File: src/dls_pkg.sv
package dls_pkg;

  // Error power width and register map (8-bit register port)
  localparam int unsigned ErrWidth      = 16;
  localparam logic [7:0]  RegErrPartA   = 8'h01;
  localparam logic [7:0]  RegErrPartB   = 8'h02;
  localparam logic [7:0]  RegStatus     = 8'h03;
  localparam logic [7:0]  RegReadZero   = 8'h00;

  // Status register bit positions
  localparam int unsigned StSegLockBit  = 0;
  localparam int unsigned StEqLockBit   = 1;
  localparam int unsigned StStateLoBit  = 2;

  // Reset values
  localparam logic [15:0] ErrResetValue = 16'hffff;
  localparam logic [15:0] ThresholdDef  = 16'h0400;

  // Timing: 20 MHz system clock
  localparam int unsigned ClockHz       = 20000000;
  localparam int unsigned OverTimeMs    = 100;
  localparam int unsigned OverCycles    = (ClockHz / 1000) * OverTimeMs;
  localparam int unsigned OverCntWidth  = 22;

  // Echo span and acquisition figures, kept for reference by the equalizer
  localparam real         PreEchoUs     = 2.32;
  localparam real         PostEchoUs    = 10.50;
  localparam int unsigned AcqTrainSeqs  = 12;
  localparam int unsigned AcqTimeMs     = 290;

  // Equalizer restart pulse lasts one symbol period (symbol strobe cycle)
  localparam int unsigned RestartSymbols = 1;

  typedef enum logic [1:0] {
    StAcquire,
    StTrain,
    StNormal
  } dls_state_t;

endpackage

File: src/dls_lock_sequencer.sv
`timescale 1ns/100ps

// Behaviour
// Equalizer spans 2.32 us pre-echo and 10.50 us post-echo; figures kept here.
// Equalizer aims at visibility threshold within 12 training sequences, about 290 ms.
// 16-bit error power from training versus output steers adaptation, host readable.
// Acquisition order: tuner gain, coarse gain, timing/carrier, then segment lock.
// After segment lock fine gain settles, field sync found, error power measured.
// Back-end decoders start only after error power is low enough.
// Exactly three states; any reset enters state 0, channel acquisition.
// State 0 waits for gain, timing and carrier loops to lock.
// Loss of segment lock or reset returns any state to state 0.
// State 1 stays until error power falls below threshold, then state 2.
// Back-end held in reset throughout state 1.
// Error power readable at register addresses 01H and 02H.
// State 2 holds while no synchronisation error occurs.
// Error above threshold over 100 ms in state 2 resets equalizer one symbol.
// Equalizer lock pin high in state 2, also host readable.
// Segment lock pin follows sync recovery's segment sync detect, host readable.
// Equalizer coefficients update once per symbol using training sequence.
// Threshold is a parameter; 100 ms counted in system clock cycles.
// Over-threshold timer clears when error drops or after each restart.
module dls_lock_sequencer #(
  parameter logic [15:0]          ErrThreshold = dls_pkg::ThresholdDef,
  parameter int unsigned          OverLimit    = dls_pkg::OverCycles
) (
  input  wire logic               mclk,
  input  wire logic               rstn,
  input  wire logic               symbolStrobe,
  input  wire logic               tunerGainLocked,
  input  wire logic               coarseGainLocked,
  input  wire logic               timingLocked,
  input  wire logic               carrierLocked,
  input  wire logic               segmentSyncFound,
  input  wire logic               fineGainLocked,
  input  wire logic               fieldSyncFound,
  input  wire logic               errValid,
  input  wire logic [15:0]        errPower,
  input  wire logic [7:0]         regAddr,
  output logic      [7:0]         regRdData,
  output logic                    segment_lock_flag,
  output logic                    equalizer_lock_flag,
  output logic                    backendResetN,
  output logic                    eqRestart,
  output logic                    eqAdaptEnable,
  output logic                    eqCoefUpdate,
  output logic      [1:0]         seqState
);
  import dls_pkg::*;

  dls_state_t                     state_q;
  dls_state_t                     state_d;
  logic       [15:0]              error_power_value_q;
  logic                           fieldSeen_q;
  logic       [OverCntWidth-1:0]  overCnt_q;
  logic                           restartPend_q;
  logic                           restart_q;
  logic                           segLock_q;
  logic                           eqLock_q;
  logic                           beRstN_q;
  logic       [7:0]               rdData_q;
  logic                           loopsLocked;
  logic                           belowThr;
  logic                           overExpired;
  logic       [3:0]               stageIn;
  logic       [3:0]               stageOk_q;
  logic       [7:0]               statusWord;
  logic       [7:0]               rdData_d;

  // Loop lock is a flat AND of the settled loops; acquisition order is kept by stageOk_q below
  assign loopsLocked = tunerGainLocked && coarseGainLocked
                    && timingLocked && carrierLocked;
  assign belowThr    = error_power_value_q < ErrThreshold;
  assign overExpired = overCnt_q >= OverCntWidth'(OverLimit - 1);

  // A stage counts only while every earlier stage holds, so a lock that is
  // reported out of order cannot shortcut the acquisition sequence
  assign stageIn = {segmentSyncFound, timingLocked && carrierLocked, coarseGainLocked,
                    tunerGainLocked};

  always_ff @(posedge mclk or negedge rstn) begin
    if (!rstn) begin
      stageOk_q <= '0;
    end else begin
      stageOk_q <= stageIn & {stageOk_q[2:0], 1'b1};
    end
  end

  // Error power is latched from the training comparison each field
  always_ff @(posedge mclk or negedge rstn) begin
    if (!rstn) begin
      error_power_value_q <= ErrResetValue;
    end else if (errValid && fineGainLocked && segmentSyncFound) begin
      error_power_value_q <= errPower;
    end
  end

  // First field sync after segment lock arms the training state
  always_ff @(posedge mclk or negedge rstn) begin
    if (!rstn) begin
      fieldSeen_q <= 1'b0;
    end else if (!segmentSyncFound || state_q != StAcquire) begin
      fieldSeen_q <= 1'b0;
    end else if (fineGainLocked && fieldSyncFound && errValid) begin
      fieldSeen_q <= 1'b1;
    end
  end

  always_comb begin
    state_d = state_q;
    case (state_q)
      StAcquire: begin
        if (stageOk_q[3] && loopsLocked && segmentSyncFound && fieldSeen_q) begin
          state_d = StTrain;
        end
      end
      StTrain: begin
        if (belowThr) begin
          state_d = StNormal;
        end
      end
      StNormal: begin
        state_d = StNormal;
      end
      default: begin
        state_d = StAcquire;
      end
    endcase
    if (!segmentSyncFound || !loopsLocked) begin
      state_d = StAcquire;
    end
  end

  always_ff @(posedge mclk or negedge rstn) begin
    if (!rstn) begin
      state_q <= StAcquire;
    end else begin
      state_q <= state_d;
    end
  end

  // Over-threshold timer; only runs in normal operation
  always_ff @(posedge mclk or negedge rstn) begin
    if (!rstn) begin
      overCnt_q <= '0;
    end else if (state_q != StNormal || belowThr || restartPend_q || restart_q) begin
      overCnt_q <= '0;
    end else if (!overExpired) begin
      overCnt_q <= overCnt_q + 1'b1;
    end
  end

  // Restart waits for a symbol boundary so the pulse covers one whole symbol
  always_ff @(posedge mclk or negedge rstn) begin
    if (!rstn) begin
      restartPend_q <= 1'b0;
    end else if (state_q != StNormal || symbolStrobe) begin
      restartPend_q <= 1'b0;
    end else if (overExpired && !belowThr) begin
      restartPend_q <= 1'b1;
    end
  end

  always_ff @(posedge mclk or negedge rstn) begin
    if (!rstn) begin
      restart_q <= 1'b0;
    end else if (symbolStrobe) begin
      restart_q <= restartPend_q && state_q == StNormal;
    end
  end

  always_ff @(posedge mclk or negedge rstn) begin
    if (!rstn) begin
      segLock_q <= 1'b0;
    end else begin
      segLock_q <= segmentSyncFound;
    end
  end

  // Lock flag and back-end release follow the next state so they agree with state 2
  always_ff @(posedge mclk or negedge rstn) begin
    if (!rstn) begin
      eqLock_q <= 1'b0;
    end else begin
      eqLock_q <= state_d == StNormal;
    end
  end

  always_ff @(posedge mclk or negedge rstn) begin
    if (!rstn) begin
      beRstN_q <= 1'b0;
    end else begin
      beRstN_q <= state_d == StNormal;
    end
  end

  always_comb begin
    statusWord                    = '0;
    statusWord[StSegLockBit]      = segLock_q;
    statusWord[StEqLockBit]       = eqLock_q;
    statusWord[StStateLoBit +: 2] = 2'(state_q);
  end

  // Read port is combinationally decoded, registered once for a clean byte
  always_comb begin
    case (regAddr)
      RegErrPartA: rdData_d = error_power_value_q[15:8];
      RegErrPartB: rdData_d = error_power_value_q[7:0];
      RegStatus:   rdData_d = statusWord;
      default:     rdData_d = RegReadZero;
    endcase
  end

  always_ff @(posedge mclk or negedge rstn) begin
    if (!rstn) begin
      rdData_q <= '0;
    end else begin
      rdData_q <= rdData_d;
    end
  end

  assign regRdData           = rdData_q;
  assign segment_lock_flag   = segLock_q;
  assign equalizer_lock_flag = eqLock_q;
  assign backendResetN       = beRstN_q;
  assign eqRestart           = restart_q;
  // Adaptation in states 1 and 2 except while the restart pulse is high
  assign eqAdaptEnable       = (state_q != StAcquire) && !restart_q;
  assign eqCoefUpdate        = symbolStrobe && eqAdaptEnable;
  assign seqState            = 2'(state_q);

endmodule

File: config.mk
export PLATFORM = sky130hd
export DESIGN_NAME = dls_lock_sequencer
export DESIGN_NICKNAME = d
export VERILOG_FILES = /design/src/dls_pkg.sv /design/src/dls_lock_sequencer.sv
export SDC_FILE = /design/constraint.sdc
export NUM_CORES = 1
export LEC_CHECK = 0
export BUFFER_PORTS_ARGS = -buffer_cell sky130_fd_sc_hd__buf_2
export CORE_AREA = 2 2 87 68
export DETAILED_ROUTE_END_ITERATION = 16
export DIE_AREA = 0 0 89 70
export GPL_TIMING_DRIVEN = 0
export HOLD_SLACK_MARGIN = 0.02
export PLACE_DENSITY = 0.72
export SLEW_MARGIN = 10
export SYNTH_ARGS = -nofsm -noshare
export SYNTH_HDL_FRONTEND = slang
export SYNTH_SLANG_ARGS = --single-unit
File: constraint.sdc
create_clock -name mclk -period 3.83 [get_ports mclk]
set_clock_uncertainty 0.15 [all_clocks]
set_input_delay 0.9575 -clock mclk [delete_from_list [all_inputs] [get_ports mclk]]
set_output_delay 0.9575 -clock mclk [all_outputs]
set_load 0.005 [all_outputs]
==> run metrics <==
initial antenna violation count=0; relative slew slack=0.5381; CTS root buffer=clkbuf_8; chip width=89 um; hpwl dp=3.870 mm; Post-CTS Hold Buffers=0; hold_ws=0.3057 ns; P_sw=about 300 uW; CTS H-tree depth=3; sequential fraction of the synthesis area=0.5645; hold crit path type=reg -> reg; Final Cycle Share=0.6927; Post-synth EDFFs=0; vias in the first global route=1922; CTS Buffer Depth=2; CP required=slightly below 4 ns; RSZ-0062 raised after global routing=no; postcts setup bufs=0; Worst-path clk slew=0.07 ns; Post-synth ARST share=1.000; via density per instance=5.326; Total GRT Usage=0.1931; post-synth cell types=36; Layout area overhead=22.61%; vias=approximately 2000; Worst Max-Slew Pin Slew=0.6929 ns; Synthesis Warnings=0; number of clock sinks=57; Slew Limit Fails=0; number of buffers created by CTS=9; Crit Path Category=reg -> reg; gpl congestion=around 0.84; CTS tree=built; pre-CTS setup slack=1.213 ns; Starting Density=0.4638; DRC viols=0; worst vdd ir=0.2709 mV; critical path peak fanout=10; fin area=3142 um2; Final setup viols=0; Final Power=roughly 1.4 mW; CP arrival=2.71 ns; Critical Path Start Type=register; CP endpoint kind=register; Die Footprint=between 6000 and 7000 um2; Area after DPL=2910 um2; DR iter-0 viols=96; fmax=376.9 MHz; Inserted Diodes=0; fin nets=330; sequential power share=0.482; syn_nets=269; switching share of power=0.2150; antenna viol nets, final=0; post-cts resize count=0; clock power share=0.451; drt pass-1 iters=4; Cell Area, Synth=2562 um2; final worst slack=1.177 ns; first-pass GRT wire length=between 9 and 10 mm; # rows=24; Final Hold Fails=0; Routed WL=5.549 mm; Fill cells=494; core area=5525 um2; status=finished, final reports clean; Die Ht=about 70 um; largest net degree at the start of global routing=58; Top FF cell, synth=dfrtp_1; synthesized instance count=approximately 230; # IOs=51; total grt overflow=0; layout cells sized above 1=0.3612; Gate power share=0.068; WL per Instance=14.72 um; average cell area after synthesis=around 11 um2; Internal=1.111 mW; register bit total from synthesis=57; setup TNS=0 ns; pwr dens=between 400 and 500 nW/um2; MaxCap Viol Count=0; post-layout min period=2.653 ns; Lkg Pwr=1.398 nW; port buffer count=50; worst skew pair latency=between 0.3 and 0.4 ns
## path summary, 6_finish.rpt
kind | startpoint | depth (start not counted) | slack [ns] | endpoint
worst max-delay path | overCnt_q[0] | 8 | 1.18 | overCnt_q[1]
worst min register to register | stageOk_q[2] | 1 | 0.31 | stageOk_q[3]
max in group asynchronous | rstn | 1 | 2.56 | regRdData[5]
worst max register to register | overCnt_q[0] | 8 | 1.18 | overCnt_q[1]
worst min-delay path | stageOk_q[2] | 1 | 0.31 | stageOk_q[3]
min in group asynchronous | rstn | 1 | 0.51 | overCnt_q[4]
## placed cells by master (no fill, tap or decap), drive strengths merged, types with 6 or more instances in the layout
master,instances
o21ai,10
and3,7
a21oi,17
buf,53
nand2,15
dfrtp,41
dfstp,16
mux2,20
nand3,7
or3,11
xor2,6
and2,6
nand4,6
nor2,23
a22oi,8
clkbuf,15
## final cells by class
| type | count | area, um2 | share of cell area |
|---|---|---|---|
| plain buffers | 7 | 35.03 | 0.01115 |
| clock buffers | 11 | 151.4 | 0.04819 |
| clock inverters | 5 | 77.57 | 0.02469 |
| inverters | 4 | 15.01 | 0.004779 |
| multi-input cells | 165 | 1066 | 0.3393 |
| flip-flops and latches | 57 | 1446 | 0.4604 |
| well taps | 78 | 97.59 | 0.03106 |
| repair buffers | 50 | 252.7 | 0.08045 |
## cell usage after synthesis (all sizes together), types with 3 or more instances
cell type	number	area (um2)
nand4	6	37.54
dfrtp	41	1026
xor2	6	52.55
mux2	20	225.2
and2	6	37.54
o31ai	3	22.52
nand2	15	56.30
a22oi	8	60.06
nor2	23	86.33
nor3	4	25.02
or4	4	30.03
dfstp	16	420.4
a21oi	17	85.08
and4	3	26.28
inv	4	15.01
o21ai	10	50.05
and3	7	43.79
buf	3	20.01
or3	11	68.82
nand3	7	35.03
clkbuf	4	15.01
## cells by family after synthesis
group                      count (synthesis)  share of synthesized area
muxes                                     21                    0.09180
adders and majority gates                  1                   0.004882
DFF                                       57                     0.5645
AOI/OAI and AO/OA                         45                     0.1089
xor gates and xnor gates                   6                    0.02051
and+or+nand+nor                           92                     0.1899
buffers and inverters                     11                    0.01952
## worst max-delay path, cell delays in order (launching register included)
cell     delay (ns)
dfrtp_1        0.47
ha_1           0.26
nand4_1        0.13
or3_1          0.33
a31oi_2        0.41
buf_4          0.25
buf_2          0.25
mux2i_1        0.20
nor2_1         0.05
## sequential cells by signal (all words and copies together), names as in the netlist, 2 cells and up
signal / cells
stageOk_q: 4
error_power_value_q: 16
seqState: 2
regRdData: 8
overCnt_q: 22
## per-stage QoR
step / util / std cells
5_1_grt: 0.5686 / 377
4_1_cts: 0.5682 / 377
3_5_place_dp: 0.5267 / 361
6_report: 0.5686 / 377
2_1_floorplan: - / 233
3_3_place_gp: 0.5267 / 361
## per-layer routing
metal  part of all wire  wire, um  track usage
met2               0.47      2611       0.2728
met5                  0         0            0
met4             0.0070        39      0.04478
met1               0.47      2604       0.2786
met3              0.053       294      0.08156
## power groups by stage
| stage | clock, mW | sequential, mW | combinational, mW |
|---|---|---|---|
| finish | 0.638 | 0.682 | 0.0959 |
| global route | 0.678 | 0.688 | 0.108 |
| CTS | 0.646 | 0.682 | 0.0971 |
| detailed placement | 0 | 0.692 | 0.0964 |
| global placement | 0 | 0.690 | 0.0933 |
| floorplan | 0 | 0.684 | 0.0538 |
Note: power is estimated with default switching activity, not from simulation.
